==> src/pkg/c1io_map.svh <==
`ifndef C1IO_MAP_SVH
`define C1IO_MAP_SVH

// ----------------------------------------------------------------------
// Register byte offsets (low address byte only)
// ----------------------------------------------------------------------
`define C1IO_OFF_CTRL 8'h00
`define C1IO_OFF_STATUS 8'h04
`define C1IO_OFF_GEN_A 8'h08
`define C1IO_OFF_GEN_B 8'h0C

// ----------------------------------------------------------------------
// Field positions and reset values
// ----------------------------------------------------------------------
`define C1IO_A_FIELD_LSB 0
`define C1IO_B_FIELD_LSB 4
`define C1IO_FIELD_W 4
`define C1IO_CAP_BIT 3
`define C1IO_SRC_BIT 2
`define C1IO_ST_PIN_LSB 0
`define C1IO_ST_CAP_LSB 2
`define C1IO_ST_CMP_LSB 4
`define C1IO_CTRL_RST 8'h00
`define C1IO_GEN_RST 16'h0000

`endif

==> src/pkg/c1io_pkg.sv <==
package c1io_pkg;

   // ----------------------------------------------------------------------
   // Pin action on compare match
   // ----------------------------------------------------------------------
   typedef enum logic [1:0] {
      ACT_HOLD = 2'b00,
      ACT_LOW = 2'b01,
      ACT_HIGH = 2'b10,
      ACT_TOGGLE = 2'b11
   } c1io_act_t;

   // ----------------------------------------------------------------------
   // Decoded behaviour of one mode field
   // ----------------------------------------------------------------------
   typedef struct packed {
      logic capture;
      logic from_ch0;
      logic on_rise;
      logic on_fall;
      logic init_lvl;
      c1io_act_t act;
   } c1io_mode_t;

   // ----------------------------------------------------------------------
   // Bus request held from address phase into data phase
   // ----------------------------------------------------------------------
   typedef struct packed {
      logic valid;
      logic write;
      logic [7:0] addr;
   } c1io_ahb_req_t;

endpackage

==> src/design/c1io_decode.sv <==
`timescale 1ns/10ps
`include "c1io_map.svh"

module c1io_decode (
   // Four-bit mode field of one side
   input wire logic [3:0] field,
   // Decoded behaviour
   output c1io_pkg::c1io_mode_t mode
);

   // ----------------------------------------------------------------------
   // Field decode
   // ----------------------------------------------------------------------
   wire logic cap = field[`C1IO_CAP_BIT];
   wire logic src = field[`C1IO_SRC_BIT];
   wire logic from_ch0 = cap & src;
   wire logic on_rise = cap & ~src & (field[1] | ~field[0]);
   wire logic on_fall = cap & ~src & (field[1] | field[0]);
   // Bit 2 of an output code picks the starting level
   wire logic init_lvl = ~cap & src;
   wire c1io_pkg::c1io_act_t act = cap ? c1io_pkg::ACT_HOLD :
                                  c1io_pkg::c1io_act_t'(field[1:0]);

   assign mode = '{capture: cap, from_ch0: from_ch0, on_rise: on_rise,
                   on_fall: on_fall, init_lvl: init_lvl, act: act};

endmodule // c1io_decode

==> src/design/c1io_edge.sv <==
`timescale 1ns/10ps

module c1io_edge (
   // Clock and reset
   input wire logic hclk,
   input wire logic hresetn,
   // Sampled pin level
   input wire logic level,
   // Edge pulses, one cycle each
   output logic rise,
   output logic fall
);

   logic last_q;

   // ----------------------------------------------------------------------
   // Previous level
   // ----------------------------------------------------------------------
   always_ff @(posedge hclk or negedge hresetn) begin
      if (!hresetn) begin
         last_q <= 1'b0;
      end else begin
         last_q <= level;
      end
   end

   // Pin already synchronous, so no extra stages are spent here
   assign rise = level & ~last_q;
   assign fall = ~level & last_q;

endmodule // c1io_edge

==> src/design/c1io_top.sv <==
// Summary of operation
// - Codes 0001 and 0101 start the pin at 0 and 1 and drive it low on each compare match.
// - Codes 0010 and 0110 start the pin at 0 and 1 and drive it high on each compare match.
// - Codes 0011 and 0111 start the pin at 0 and 1 and invert it on each compare match.
// - Code 1000 makes the register capture the counter on each rising pin edge.
// - Code 1001 makes the register capture the counter on each falling pin edge.
// - Codes 1010 and 1011 capture on both pin edges, the lowest field bit ignored.
// - Upper field 11xx captures into the B register on each channel 0 C event.
// - Lower field 11xx captures into the A register on each channel 0 A event.
`timescale 1ns/10ps
`include "c1io_map.svh"

module c1io_top #(
   parameter int CNT_W = 16
) (
   // Clock and reset
   input wire logic hclk,
   input wire logic hresetn,
   // AHB-Lite slave
   input wire logic hsel,
   input wire logic [31:0] haddr,
   input wire logic [1:0] htrans,
   input wire logic hwrite,
   input wire logic [2:0] hsize,
   input wire logic [31:0] hwdata,
   input wire logic hready,
   output logic [31:0] hrdata,
   output logic hreadyout,
   output logic hresp,
   // Timer counter and channel 0 events
   input wire logic [CNT_W-1:0] counter_value,
   input wire logic counter_tick,
   input wire logic ch0_general_reg_a_event,
   input wire logic ch0_general_reg_c_event,
   // Channel 1 pins
   input wire logic ch1_pin_a_in,
   output logic ch1_pin_a_out,
   output logic ch1_pin_a_oe,
   input wire logic ch1_pin_b_in,
   output logic ch1_pin_b_out,
   output logic ch1_pin_b_oe,
   // General registers and event pulses
   output logic [CNT_W-1:0] ch1_general_reg_a,
   output logic [CNT_W-1:0] ch1_general_reg_b,
   output logic compare_match_a,
   output logic compare_match_b,
   output logic capture_a,
   output logic capture_b
);

   // ----------------------------------------------------------------------
   // Helpers
   // ----------------------------------------------------------------------

   // Only the low address byte is decoded, so the map repeats every 256 bytes
   // Offsets are byte addresses of aligned words; partial accesses act as whole words
   function automatic logic hit(input logic [7:0] addr, input logic [7:0] off);
      return addr == off;
   endfunction

   // Zero-extend a general register to a bus word
   // A counter wider than 32 bits would lose its top bits on reads
   function automatic logic [31:0] to_word(input logic [CNT_W-1:0] v);
      return 32'(v);
   endfunction

   // ----------------------------------------------------------------------
   // Declarations
   // ----------------------------------------------------------------------
   // Index 0 of every per-side array is the A side, index 1 the B side
   c1io_pkg::c1io_ahb_req_t req_q;
   logic [31:0] hrdata_q;
   logic hreadyout_q;
   logic hresp_q;
   logic [7:0] ctrl_q;
   logic [7:0] ctrl_d;
   logic [CNT_W-1:0] gen_q [2];
   logic [CNT_W-1:0] gen_d [2];
   logic [1:0] pin_q;
   logic [1:0] pin_d;
   logic [1:0] oe_q;
   logic [1:0] cap_flag_q;
   logic [1:0] cap_flag_d;
   logic [1:0] cmp_flag_q;
   logic [1:0] cmp_flag_d;
   logic [1:0] match_pulse_q;
   logic [1:0] cap_pulse_q;
   logic [1:0] pin_in;
   logic [1:0] ch0_evt;
   logic [1:0] cmp_evt;
   logic [1:0] cap_evt;
   logic [1:0] wr_gen;
   c1io_pkg::c1io_mode_t mode_cur [2];
   c1io_pkg::c1io_mode_t mode_new [2];

   // ----------------------------------------------------------------------
   // Bus address phase
   // ----------------------------------------------------------------------

   // A transfer is taken when selected, NONSEQ or SEQ, and the bus is ready
   wire logic take = hsel & htrans[1] & hready;
   wire logic take_rd = take & ~hwrite;
   // An idle address phase clears the held request, so no stale strobe repeats
   wire c1io_pkg::c1io_ahb_req_t req_d = take ?
      c1io_pkg::c1io_ahb_req_t'{valid: 1'b1, write: hwrite, addr: haddr[7:0]} :
      c1io_pkg::c1io_ahb_req_t'('0);

   // Size is not checked; every access is treated as a whole word
   always_ff @(posedge hclk or negedge hresetn) begin
      if (!hresetn) begin
         req_q <= '0;
      end else begin
         req_q <= req_d;
      end
   end

   // ----------------------------------------------------------------------
   // Bus data phase write strobes
   // ----------------------------------------------------------------------
   wire logic wr_phase = req_q.valid & req_q.write;
   wire logic wr_ctrl = wr_phase & hit(req_q.addr, `C1IO_OFF_CTRL);
   wire logic wr_status = wr_phase & hit(req_q.addr, `C1IO_OFF_STATUS);
   assign wr_gen[0] = wr_phase & hit(req_q.addr, `C1IO_OFF_GEN_A);
   assign wr_gen[1] = wr_phase & hit(req_q.addr, `C1IO_OFF_GEN_B);

   // ----------------------------------------------------------------------
   // Control register
   // ----------------------------------------------------------------------
   // Writes land at the end of the data phase, the only cycle hwdata is valid
   assign ctrl_d = wr_ctrl ? hwdata[7:0] : ctrl_q;

   always_ff @(posedge hclk or negedge hresetn) begin
      if (!hresetn) begin
         ctrl_q <= `C1IO_CTRL_RST;
      end else begin
         ctrl_q <= ctrl_d;
      end
   end

   // ----------------------------------------------------------------------
   // Field decode, current and incoming, per side
   // ----------------------------------------------------------------------

   // Side 0 is the A register and pin, side 1 the B register and pin
   c1io_decode u_dec_cur_a (
      .field(ctrl_q[`C1IO_A_FIELD_LSB +: `C1IO_FIELD_W]),
      .mode(mode_cur[0])
   );

   c1io_decode u_dec_cur_b (
      .field(ctrl_q[`C1IO_B_FIELD_LSB +: `C1IO_FIELD_W]),
      .mode(mode_cur[1])
   );

   // The incoming decode lets a write load the starting level at once
   c1io_decode u_dec_new_a (
      .field(ctrl_d[`C1IO_A_FIELD_LSB +: `C1IO_FIELD_W]),
      .mode(mode_new[0])
   );

   c1io_decode u_dec_new_b (
      .field(ctrl_d[`C1IO_B_FIELD_LSB +: `C1IO_FIELD_W]),
      .mode(mode_new[1])
   );

   // ----------------------------------------------------------------------
   // Per-side inputs
   // ----------------------------------------------------------------------
   // Pin inputs are taken as already in step with hclk
   assign pin_in[0] = ch1_pin_a_in;
   assign pin_in[1] = ch1_pin_b_in;
   // A side follows channel 0 A, B side follows channel 0 C
   assign ch0_evt[0] = ch0_general_reg_a_event;
   assign ch0_evt[1] = ch0_general_reg_c_event;

   // ----------------------------------------------------------------------
   // Per-side compare, capture and pin logic
   // ----------------------------------------------------------------------
   // Both sides share one body; the index picks register, pin and event source
   for (genvar s = 0; s < 2; s++) begin : g_side
      logic rise;
      logic fall;
      logic pin_edge;
      logic src_hit;

      // Edge history resets low, the pin idle level, so reset makes no false rise
      c1io_edge u_edge (
         .hclk(hclk),
         .hresetn(hresetn),
         .level(pin_in[s]),
         .rise(rise),
         .fall(fall)
      );

      // Pin edges as selected by the field
      assign pin_edge = (mode_cur[s].on_rise & rise) |
                        (mode_cur[s].on_fall & fall);
      assign src_hit = mode_cur[s].from_ch0 ? ch0_evt[s] : pin_edge;
      assign cap_evt[s] = mode_cur[s].capture & src_hit;

      // Match only counts on a counter step, so a stopped counter matches once
      // A capture field never compares, since the register then holds captures
      assign cmp_evt[s] = ~mode_cur[s].capture & counter_tick &
                          (counter_value == gen_q[s]);

      // Capture beats a software write to the same register
      assign gen_d[s] = cap_evt[s] ? counter_value :
                        wr_gen[s] ? hwdata[CNT_W-1:0] : gen_q[s];

      // Sticky flags: a new event wins over a write-one clear
      assign cap_flag_d[s] = cap_evt[s] |
         (cap_flag_q[s] & ~(wr_status & hwdata[`C1IO_ST_CAP_LSB + s]));
      assign cmp_flag_d[s] = cmp_evt[s] |
         (cmp_flag_q[s] & ~(wr_status & hwdata[`C1IO_ST_CMP_LSB + s]));

      // Pin level: a new output code loads its start level, else match acts
      // Start level wins over a match in the same cycle, so a retarget is not lost
      always_comb begin
         pin_d[s] = pin_q[s];
         if (wr_ctrl && !mode_new[s].capture &&
             mode_new[s].act != c1io_pkg::ACT_HOLD) begin
            pin_d[s] = mode_new[s].init_lvl;
         end else if (cmp_evt[s]) begin
            case (mode_cur[s].act)
               c1io_pkg::ACT_LOW: pin_d[s] = 1'b0;
               c1io_pkg::ACT_HIGH: pin_d[s] = 1'b1;
               c1io_pkg::ACT_TOGGLE: pin_d[s] = ~pin_q[s];
               default: pin_d[s] = pin_q[s];
            endcase
         end
      end

      // Side state
      // Output enable follows the incoming field, so the pin is released at the
      // same edge a capture code lands and never fights an outside driver
      always_ff @(posedge hclk or negedge hresetn) begin
         if (!hresetn) begin
            gen_q[s] <= CNT_W'(`C1IO_GEN_RST);
            pin_q[s] <= 1'b0;
            oe_q[s] <= 1'b1;
            cap_flag_q[s] <= 1'b0;
            cmp_flag_q[s] <= 1'b0;
            match_pulse_q[s] <= 1'b0;
            cap_pulse_q[s] <= 1'b0;
         end else begin
            gen_q[s] <= gen_d[s];
            pin_q[s] <= pin_d[s];
            oe_q[s] <= ~mode_new[s].capture;
            cap_flag_q[s] <= cap_flag_d[s];
            cmp_flag_q[s] <= cmp_flag_d[s];
            match_pulse_q[s] <= cmp_evt[s];
            cap_pulse_q[s] <= cap_evt[s];
         end
      end
   end

   // ----------------------------------------------------------------------
   // Read data
   // ----------------------------------------------------------------------

   // Reads use next-state values so a write or capture just before is seen
   // Status layout: pins at bits 1..0, capture flags 3..2, match flags 5..4
   wire logic [31:0] status_word = 32'({cmp_flag_d, cap_flag_d, pin_d});
   wire logic [31:0] rd_word =
      hit(haddr[7:0], `C1IO_OFF_CTRL) ? 32'(ctrl_d) :
      hit(haddr[7:0], `C1IO_OFF_STATUS) ? status_word :
      hit(haddr[7:0], `C1IO_OFF_GEN_A) ? to_word(gen_d[0]) :
      hit(haddr[7:0], `C1IO_OFF_GEN_B) ? to_word(gen_d[1]) :
      32'h0000_0000;

   // Zero wait states, always OKAY
   // Ready is low only in reset, which keeps the master off the bus until then
   always_ff @(posedge hclk or negedge hresetn) begin
      if (!hresetn) begin
         hrdata_q <= 32'h0000_0000;
         hreadyout_q <= 1'b0;
         hresp_q <= 1'b0;
      end else begin
         hrdata_q <= take_rd ? rd_word : hrdata_q;
         hreadyout_q <= 1'b1;
         hresp_q <= 1'b0;
      end
   end

   // ----------------------------------------------------------------------
   // Outputs, all from flip-flops
   // ----------------------------------------------------------------------
   assign hrdata = hrdata_q;
   assign hreadyout = hreadyout_q;
   assign hresp = hresp_q;
   assign ch1_pin_a_out = pin_q[0];
   assign ch1_pin_a_oe = oe_q[0];
   assign ch1_pin_b_out = pin_q[1];
   assign ch1_pin_b_oe = oe_q[1];
   assign ch1_general_reg_a = gen_q[0];
   assign ch1_general_reg_b = gen_q[1];
   assign compare_match_a = match_pulse_q[0];
   assign compare_match_b = match_pulse_q[1];
   assign capture_a = cap_pulse_q[0];
   assign capture_b = cap_pulse_q[1];

endmodule // c1io_top

==> config.mk <==
export PLATFORM = sky130hd
export DESIGN_NAME = c1io_top
export DESIGN_NICKNAME = d
export VERILOG_FILES = /design/src/pkg/c1io_pkg.sv /design/src/design/c1io_decode.sv /design/src/design/c1io_edge.sv /design/src/design/c1io_top.sv
export VERILOG_INCLUDE_DIRS = /design/src /design/src/pkg
export SDC_FILE = /design/constraint.sdc
export NUM_CORES = 1
export LEC_CHECK = 0
export BUFFER_PORTS_ARGS = -buffer_cell sky130_fd_sc_hd__clkbuf_2
export CAP_MARGIN = 5
export CORE_ASPECT_RATIO = 1.75
export CORE_MARGIN = 8
export CORE_UTILIZATION = 51
export CTS_BUF_LIST = sky130_fd_sc_hd__clkbuf_4
export CTS_CLUSTER_DIAMETER = 200
export DETAILED_ROUTE_END_ITERATION = 8
export PLACE_DENSITY = 0.82
export SYNTH_ARGS = -nofsm -noshare
export SYNTH_HDL_FRONTEND = slang
export SYNTH_HIERARCHICAL = 1
export SYNTH_SLANG_ARGS = --single-unit
==> constraint.sdc <==
create_clock -name hclk -period 4.35 [get_ports hclk]
set_clock_uncertainty 0.1 [all_clocks]
set_input_delay 0.87 -clock hclk [delete_from_list [all_inputs] [get_ports hclk]]
set_output_delay 0.87 -clock hclk [all_outputs]
set_load 0.1 [all_outputs]
Word level (Yosys, flattened, before mapping)
Index checks and enable logic that the tools add are counted.
W data, S select, Z words.

storage, ports and cells
  bits in registers = 97
  output and inout port bits = 74
  bits in writable memories = 0
  bits in read-only memories = 0
  word-level logic and storage cells = 137
  bits in latches = 0
  memories kept = 0

cells by class
  mux-type cells = 22
  $add $sub $neg = 0
  eq/ne operators = 14
  multiply operators = 0
  div/mod/pow operators = 0
  shift operators = 0
  reduce and logical (&&, ||, !) cells = 10
  order comparisons = 0
  bitwise logic cells = 69

operators by type and width
  kind                  number
  $mux W16              8
  $and A1 B1 Y1         40
  $eq A16 B16 Y1        2
  $eq A8 B4 Y1 const B  4
  $not A1 Y1            19
  $eq A8 B3 Y1 const B  2
  $logic_not A8 Y1      2
  $mux W10              1
  $or A1 B1 Y1          10
  $eq A2 B2 Y1 const B  4
  $mux W2               4
  $mux W8               1
  $mux W1               6
  $pmux W1 S3           2
  $eq A2 B1 Y1 const B  2
  $logic_and A1 B1 Y1   4
  $reduce_bool A2 Y1    2
  $logic_not A1 Y1      2

Longest topological paths before layout
  depth after elaboration = 12
  gate-level depth with buffers = 13
  depth with buffers taken out = 11

Cells and area by module
The synthesis kept the hierarchy.

modules (own cells, without submodules)
  module       instances  sequential area each (sq um)  area an instance (sq um)  cells each
  c1io_top     1          1,979.4                       4,136.5                   440
  c1io_decode  4          0.0                           88.8                      14
  c1io_edge    2          25.0                          40.0                      3

Least setup slack after synthesis
OpenSTA, ideal clock, no wires.

  path type = register to register
  from = register req_q[5] (netlist bit)
  to = register hrdata_q[1] (netlist: hrdata[1])
  buffers on the path = 3
  cell stages (with the launch flop) = 13
  clock period less this slack = 3.154 ns
  data arrival time = 2.932 ns
  setup slack = 1.196 ns
  cell sequence = dfrtp_1 -> or4_1 -> buf_2 -> or3_1 -> clkbuf_1 -> nand2_1 -> nand2_1 -> buf_4 -> o21bai_1 -> nor4_1 -> nor3b_1 -> a211o_1 -> a32o_1

on the way
  longest elaborated chain between the ends = 9

RTL lines
  item                                                       RTL line                            RTL
  start, declared                                            c1io_top.sv:71                      c1io_pkg::c1io_ahb_req_t req_q;
  start signal, assigned                                     c1io_top.sv:113                     req_q <= req_d;
  $logic_not A8 Y1 *                                         c1io_top.sv:58                      return addr == off;
  $and A1 B1 Y1 *                                            c1io_top.sv:121                     wire logic wr_ctrl = wr_phase & hit(req_q.addr, `C1IO_OFF_CTRL);
  $mux W8 *                                                  c1io_top.sv:130                     assign ctrl_d = wr_ctrl ? hwdata[7:0] : ctrl_q;
  net ctrl_d[7]                                              c1io_top.sv:76                      logic [7:0] ctrl_d;
  $mux W2 or $logic_not A1 Y1 (tied branches)                c1io_decode.sv:21, c1io_top.sv:220
  $reduce_bool A2 Y1 or $logic_and A1 B1 Y1 (tied branches)  c1io_top.sv:221, c1io_top.sv:220
  $logic_and A1 B1 Y1                                        c1io_top.sv:220                     if (wr_ctrl && !mode_new[s].capture &&
  $mux W1 *                                                  c1io_top.sv:220
  $mux W16 *                                                 c1io_top.sv:266                     hit(haddr[7:0], `C1IO_OFF_STATUS) ? status_word :
  $mux W16 *                                                 c1io_top.sv:265                     hit(haddr[7:0], `C1IO_OFF_CTRL) ? 32'(ctrl_d) :
  end signal, assigned                                       c1io_top.sv:279                     hrdata_q <= take_rd ? rd_word : hrdata_q;
  end, declared                                              c1io_top.sv:72                      logic [31:0] hrdata_q;

The timed path passes the listed nets; every way through them passes the cells marked *.
A chain may end at the register's enable or synchronous reset.

==> metrics.yaml <==
timing:
  setup_tns_ns: 0
  finalHoldViolations: 0
  max_freq_mhz: 283
  finalSetupViolations: 0
  finalWorstSetupSlack_ns: 0.822
  rsz0062_at_grt: "false"
  relSlewSlack: 0.306
  period_needed_ns: 3.53
  worst_pin_slew_ns: 1.04
  timing.final.crit_share: 0.811
  slew_viol_final: 0
global_routing:
  grt_pass1_wl_um: 19900
  grt_pass1_vias: 4107
  antenna_found_initial: 1
  grt.overflow.total: 0
  grt_max_degree: 82
  grtUsageTotal: 0.212
place:
  placed_cells: 684
  port_buffers: 107
  dp_slack_ns: 0.860
  placed_area_um2: 4960
  hpwl_um: 9730
  gp_congestion: 0.882
detailed_routing:
  dr.pass1.iters: 5
  drc: 0
  top_layer: "met4"
  avgRoutedWirePerCell_um: 18.0
  detail_route.iter0.violations: 278
  dr_wl_met2_um: 6720
  vias: 3889
  drt-met1-wl_um: 4390
  final_antenna_net_count: 0
  wirelength_um: 12600
  wl_met3_um: 1040
  via_per_inst: 5.55
run:
  maxCapViolCount: 0
setup_path:
  crit_path_max_incr_delay_ns: 0.68
  cp_common_cell: "nand2_1"
  critical-path-top-delay-family: "simple AND/OR/NAND/NOR gates"
  crit_chain: "or4_1 > or3_1 > nand2_1 > nand2_1 > and2b_2 > o21bai_1 > nor4_1 > nor2b_1 > o31a_1 > a211o_1 > a32o_1"
  crit_required_ns: 4.61
  crit_path_top_delay_cell: "or4_1"
  worstPathArrival_ns: 3.79
  critPathCaptureType: "register"
  start_kind: "register"
  crit_buf_inv: 0
  crit_fanout: 7
  path_class: "register to register"
synth:
  yosys_warnings: 6
  synthCells: 482
  syn_area_um2: 4440
  syn_area_per_cell_um2: 9.22
finish:
  syn2layout_area_growth_pct: 15.7
  final_nets: 673
  fillers: 801
  instances_no_fill: 701
  fin_area_um2: 5140
  drive_gt1_frac: 0.259
die:
  rows: 45
  initial_core_util: 0.519
  ios: 169
  core-area_um2: 8560
  fp.dieW_um: 86.5
  dieArea_um2: 12100
  fp.dieH_um: 139
power_and_ir_drop:
  pwr-share-comb: 0.540
  clock_power_share: 0.156
  intPower_w: 0.00153
  p_leak_nw: 2.60
  ir_worst_vdd_v: 0.000343
  switchingPower_w: 0.00200
  seqPwrFrac: 0.304
  power.density_nw_per_um2: 687
  switching_share: 0.567
clock_network:
  cts_buffers: 9
  root_buffer: "clkbuf_4"
  hold_buffers: 0
  cts_sinks: 81
  cts_setup_buffers: 0
  tritoncts: "done"
  clock_latency_ns: 0.45
  cts-htree-levels: 3
  path_clk_slew_ns: 0.13
  clockBufferDepth: 2
  cts_resized: 0
outcome:
  status: "finished clean"
hold_path:
  hp-class: "register to register"
metal layers:
metal	GRT usage	vias up
met3	0.0590	37
met4	0.133	0
met5	0	-
li1	-	1809
met1	0.209	1860
met2	0.373	183
final cells by class:
type | count | area (um^2) | area share
tap | 117 | 146 | 0.0285
antenna | 1 | 2.50 | 0.000487
sequential | 81 | 2030 | 0.395
inverter | 15 | 56.3 | 0.0110
clock buffer | 9 | 67.6 | 0.0131
timing repair buffer | 115 | 598 | 0.116
multi-input combinational | 356 | 2130 | 0.415
clock inverter | 7 | 109 | 0.0212
flip-flops by register name (all words and copies together), names as in the netlist, 2 cells and up:
register              count
ch1_general_reg_a        16
ch1_general_reg_b        16
hrdata                   16
req_q                    10
ctrl_q                    8
cap_flag_q                2
cmp_flag_q                2
g_side.u_edge/last_q      2
cell usage in the layout, fill, tap and decap left out, types with 4 or more instances in the layout:
cell type / instances
nor2b_1: 6
dfrtp_1: 79
mux2i_1: 17
clkbuf_4: 9
nor4_1: 7
and2b_2: 8
and2_1: 11
buf_4: 9
nor2_1: 49
a31oi_1: 18
o31ai_1: 4
nand2_1: 77
a22oi_1: 11
a211oi_1: 4
clkbuf_2: 106
nand4_1: 4
a21oi_1: 26
inv_1: 15
xor2_1: 14
nand2b_1: 7
nand3_1: 9
xnor2_1: 16
conb_1: 18
nor3_1: 5
power groups by stage:
| stage | clock, W | combinational (W) | sequential, W |
|---|---|---|---|
| global route | 0.000584 | 0.00199 | 0.00109 |
| detailed placement | 0 | 0.00190 | 0.00109 |
| CTS | 0.000556 | 0.00191 | 0.00107 |
| finish | 0.000551 | 0.00191 | 0.00107 |
| global placement | 0 | 0.00188 | 0.00108 |
| floorplan | 0 | 0.000522 | 0.00214 |
worst reg2reg max path, cell delays in order, from the launching register on:
cell,delay [ns]
dfrtp_1,0.39
or4_1,0.68
or3_1,0.55
nand2_1,0.11
nand2_1,0.15
and2b_2,0.25
o21bai_1,0.05
nor4_1,0.42
nor2b_1,0.11
o31a_1,0.15
a211o_1,0.24
a32o_1,0.24
worst paths after layout:
check / startpoint / depth (start not counted) / to / slack, ns
worst min-delay path: hrdata[10] / 2 / hrdata[10] / 0.38
max in group asynchronous: hresetn / 1 / req_q[5] / 3.01
worst max-delay path: req_q[5] / 11 / hrdata[1] / 0.82
min in group asynchronous: hresetn / 1 / ch1_general_reg_b[0] / 0.49
worst min register to register: hrdata[10] / 2 / hrdata[10] / 0.38
worst max register to register: req_q[5] / 11 / hrdata[1] / 0.82
metrics by stage:
| step | utilization | hold WS (ns) | power (W) |
|---|---|---|---|
| after detailed placement | 0.580 | 0.356 | 0.00299 |
| after global routing | 0.601 | 0.412 | 0.00367 |
| final | 0.601 | 0.381 | 0.00353 |
| after CTS | 0.600 | 0.383 | 0.00353 |
| after floorplan | - | 0.350 | 0.00266 |
| after global placement | 0.580 | 0.349 | 0.00296 |
Note: power is estimated with default switching activity, not from simulation.
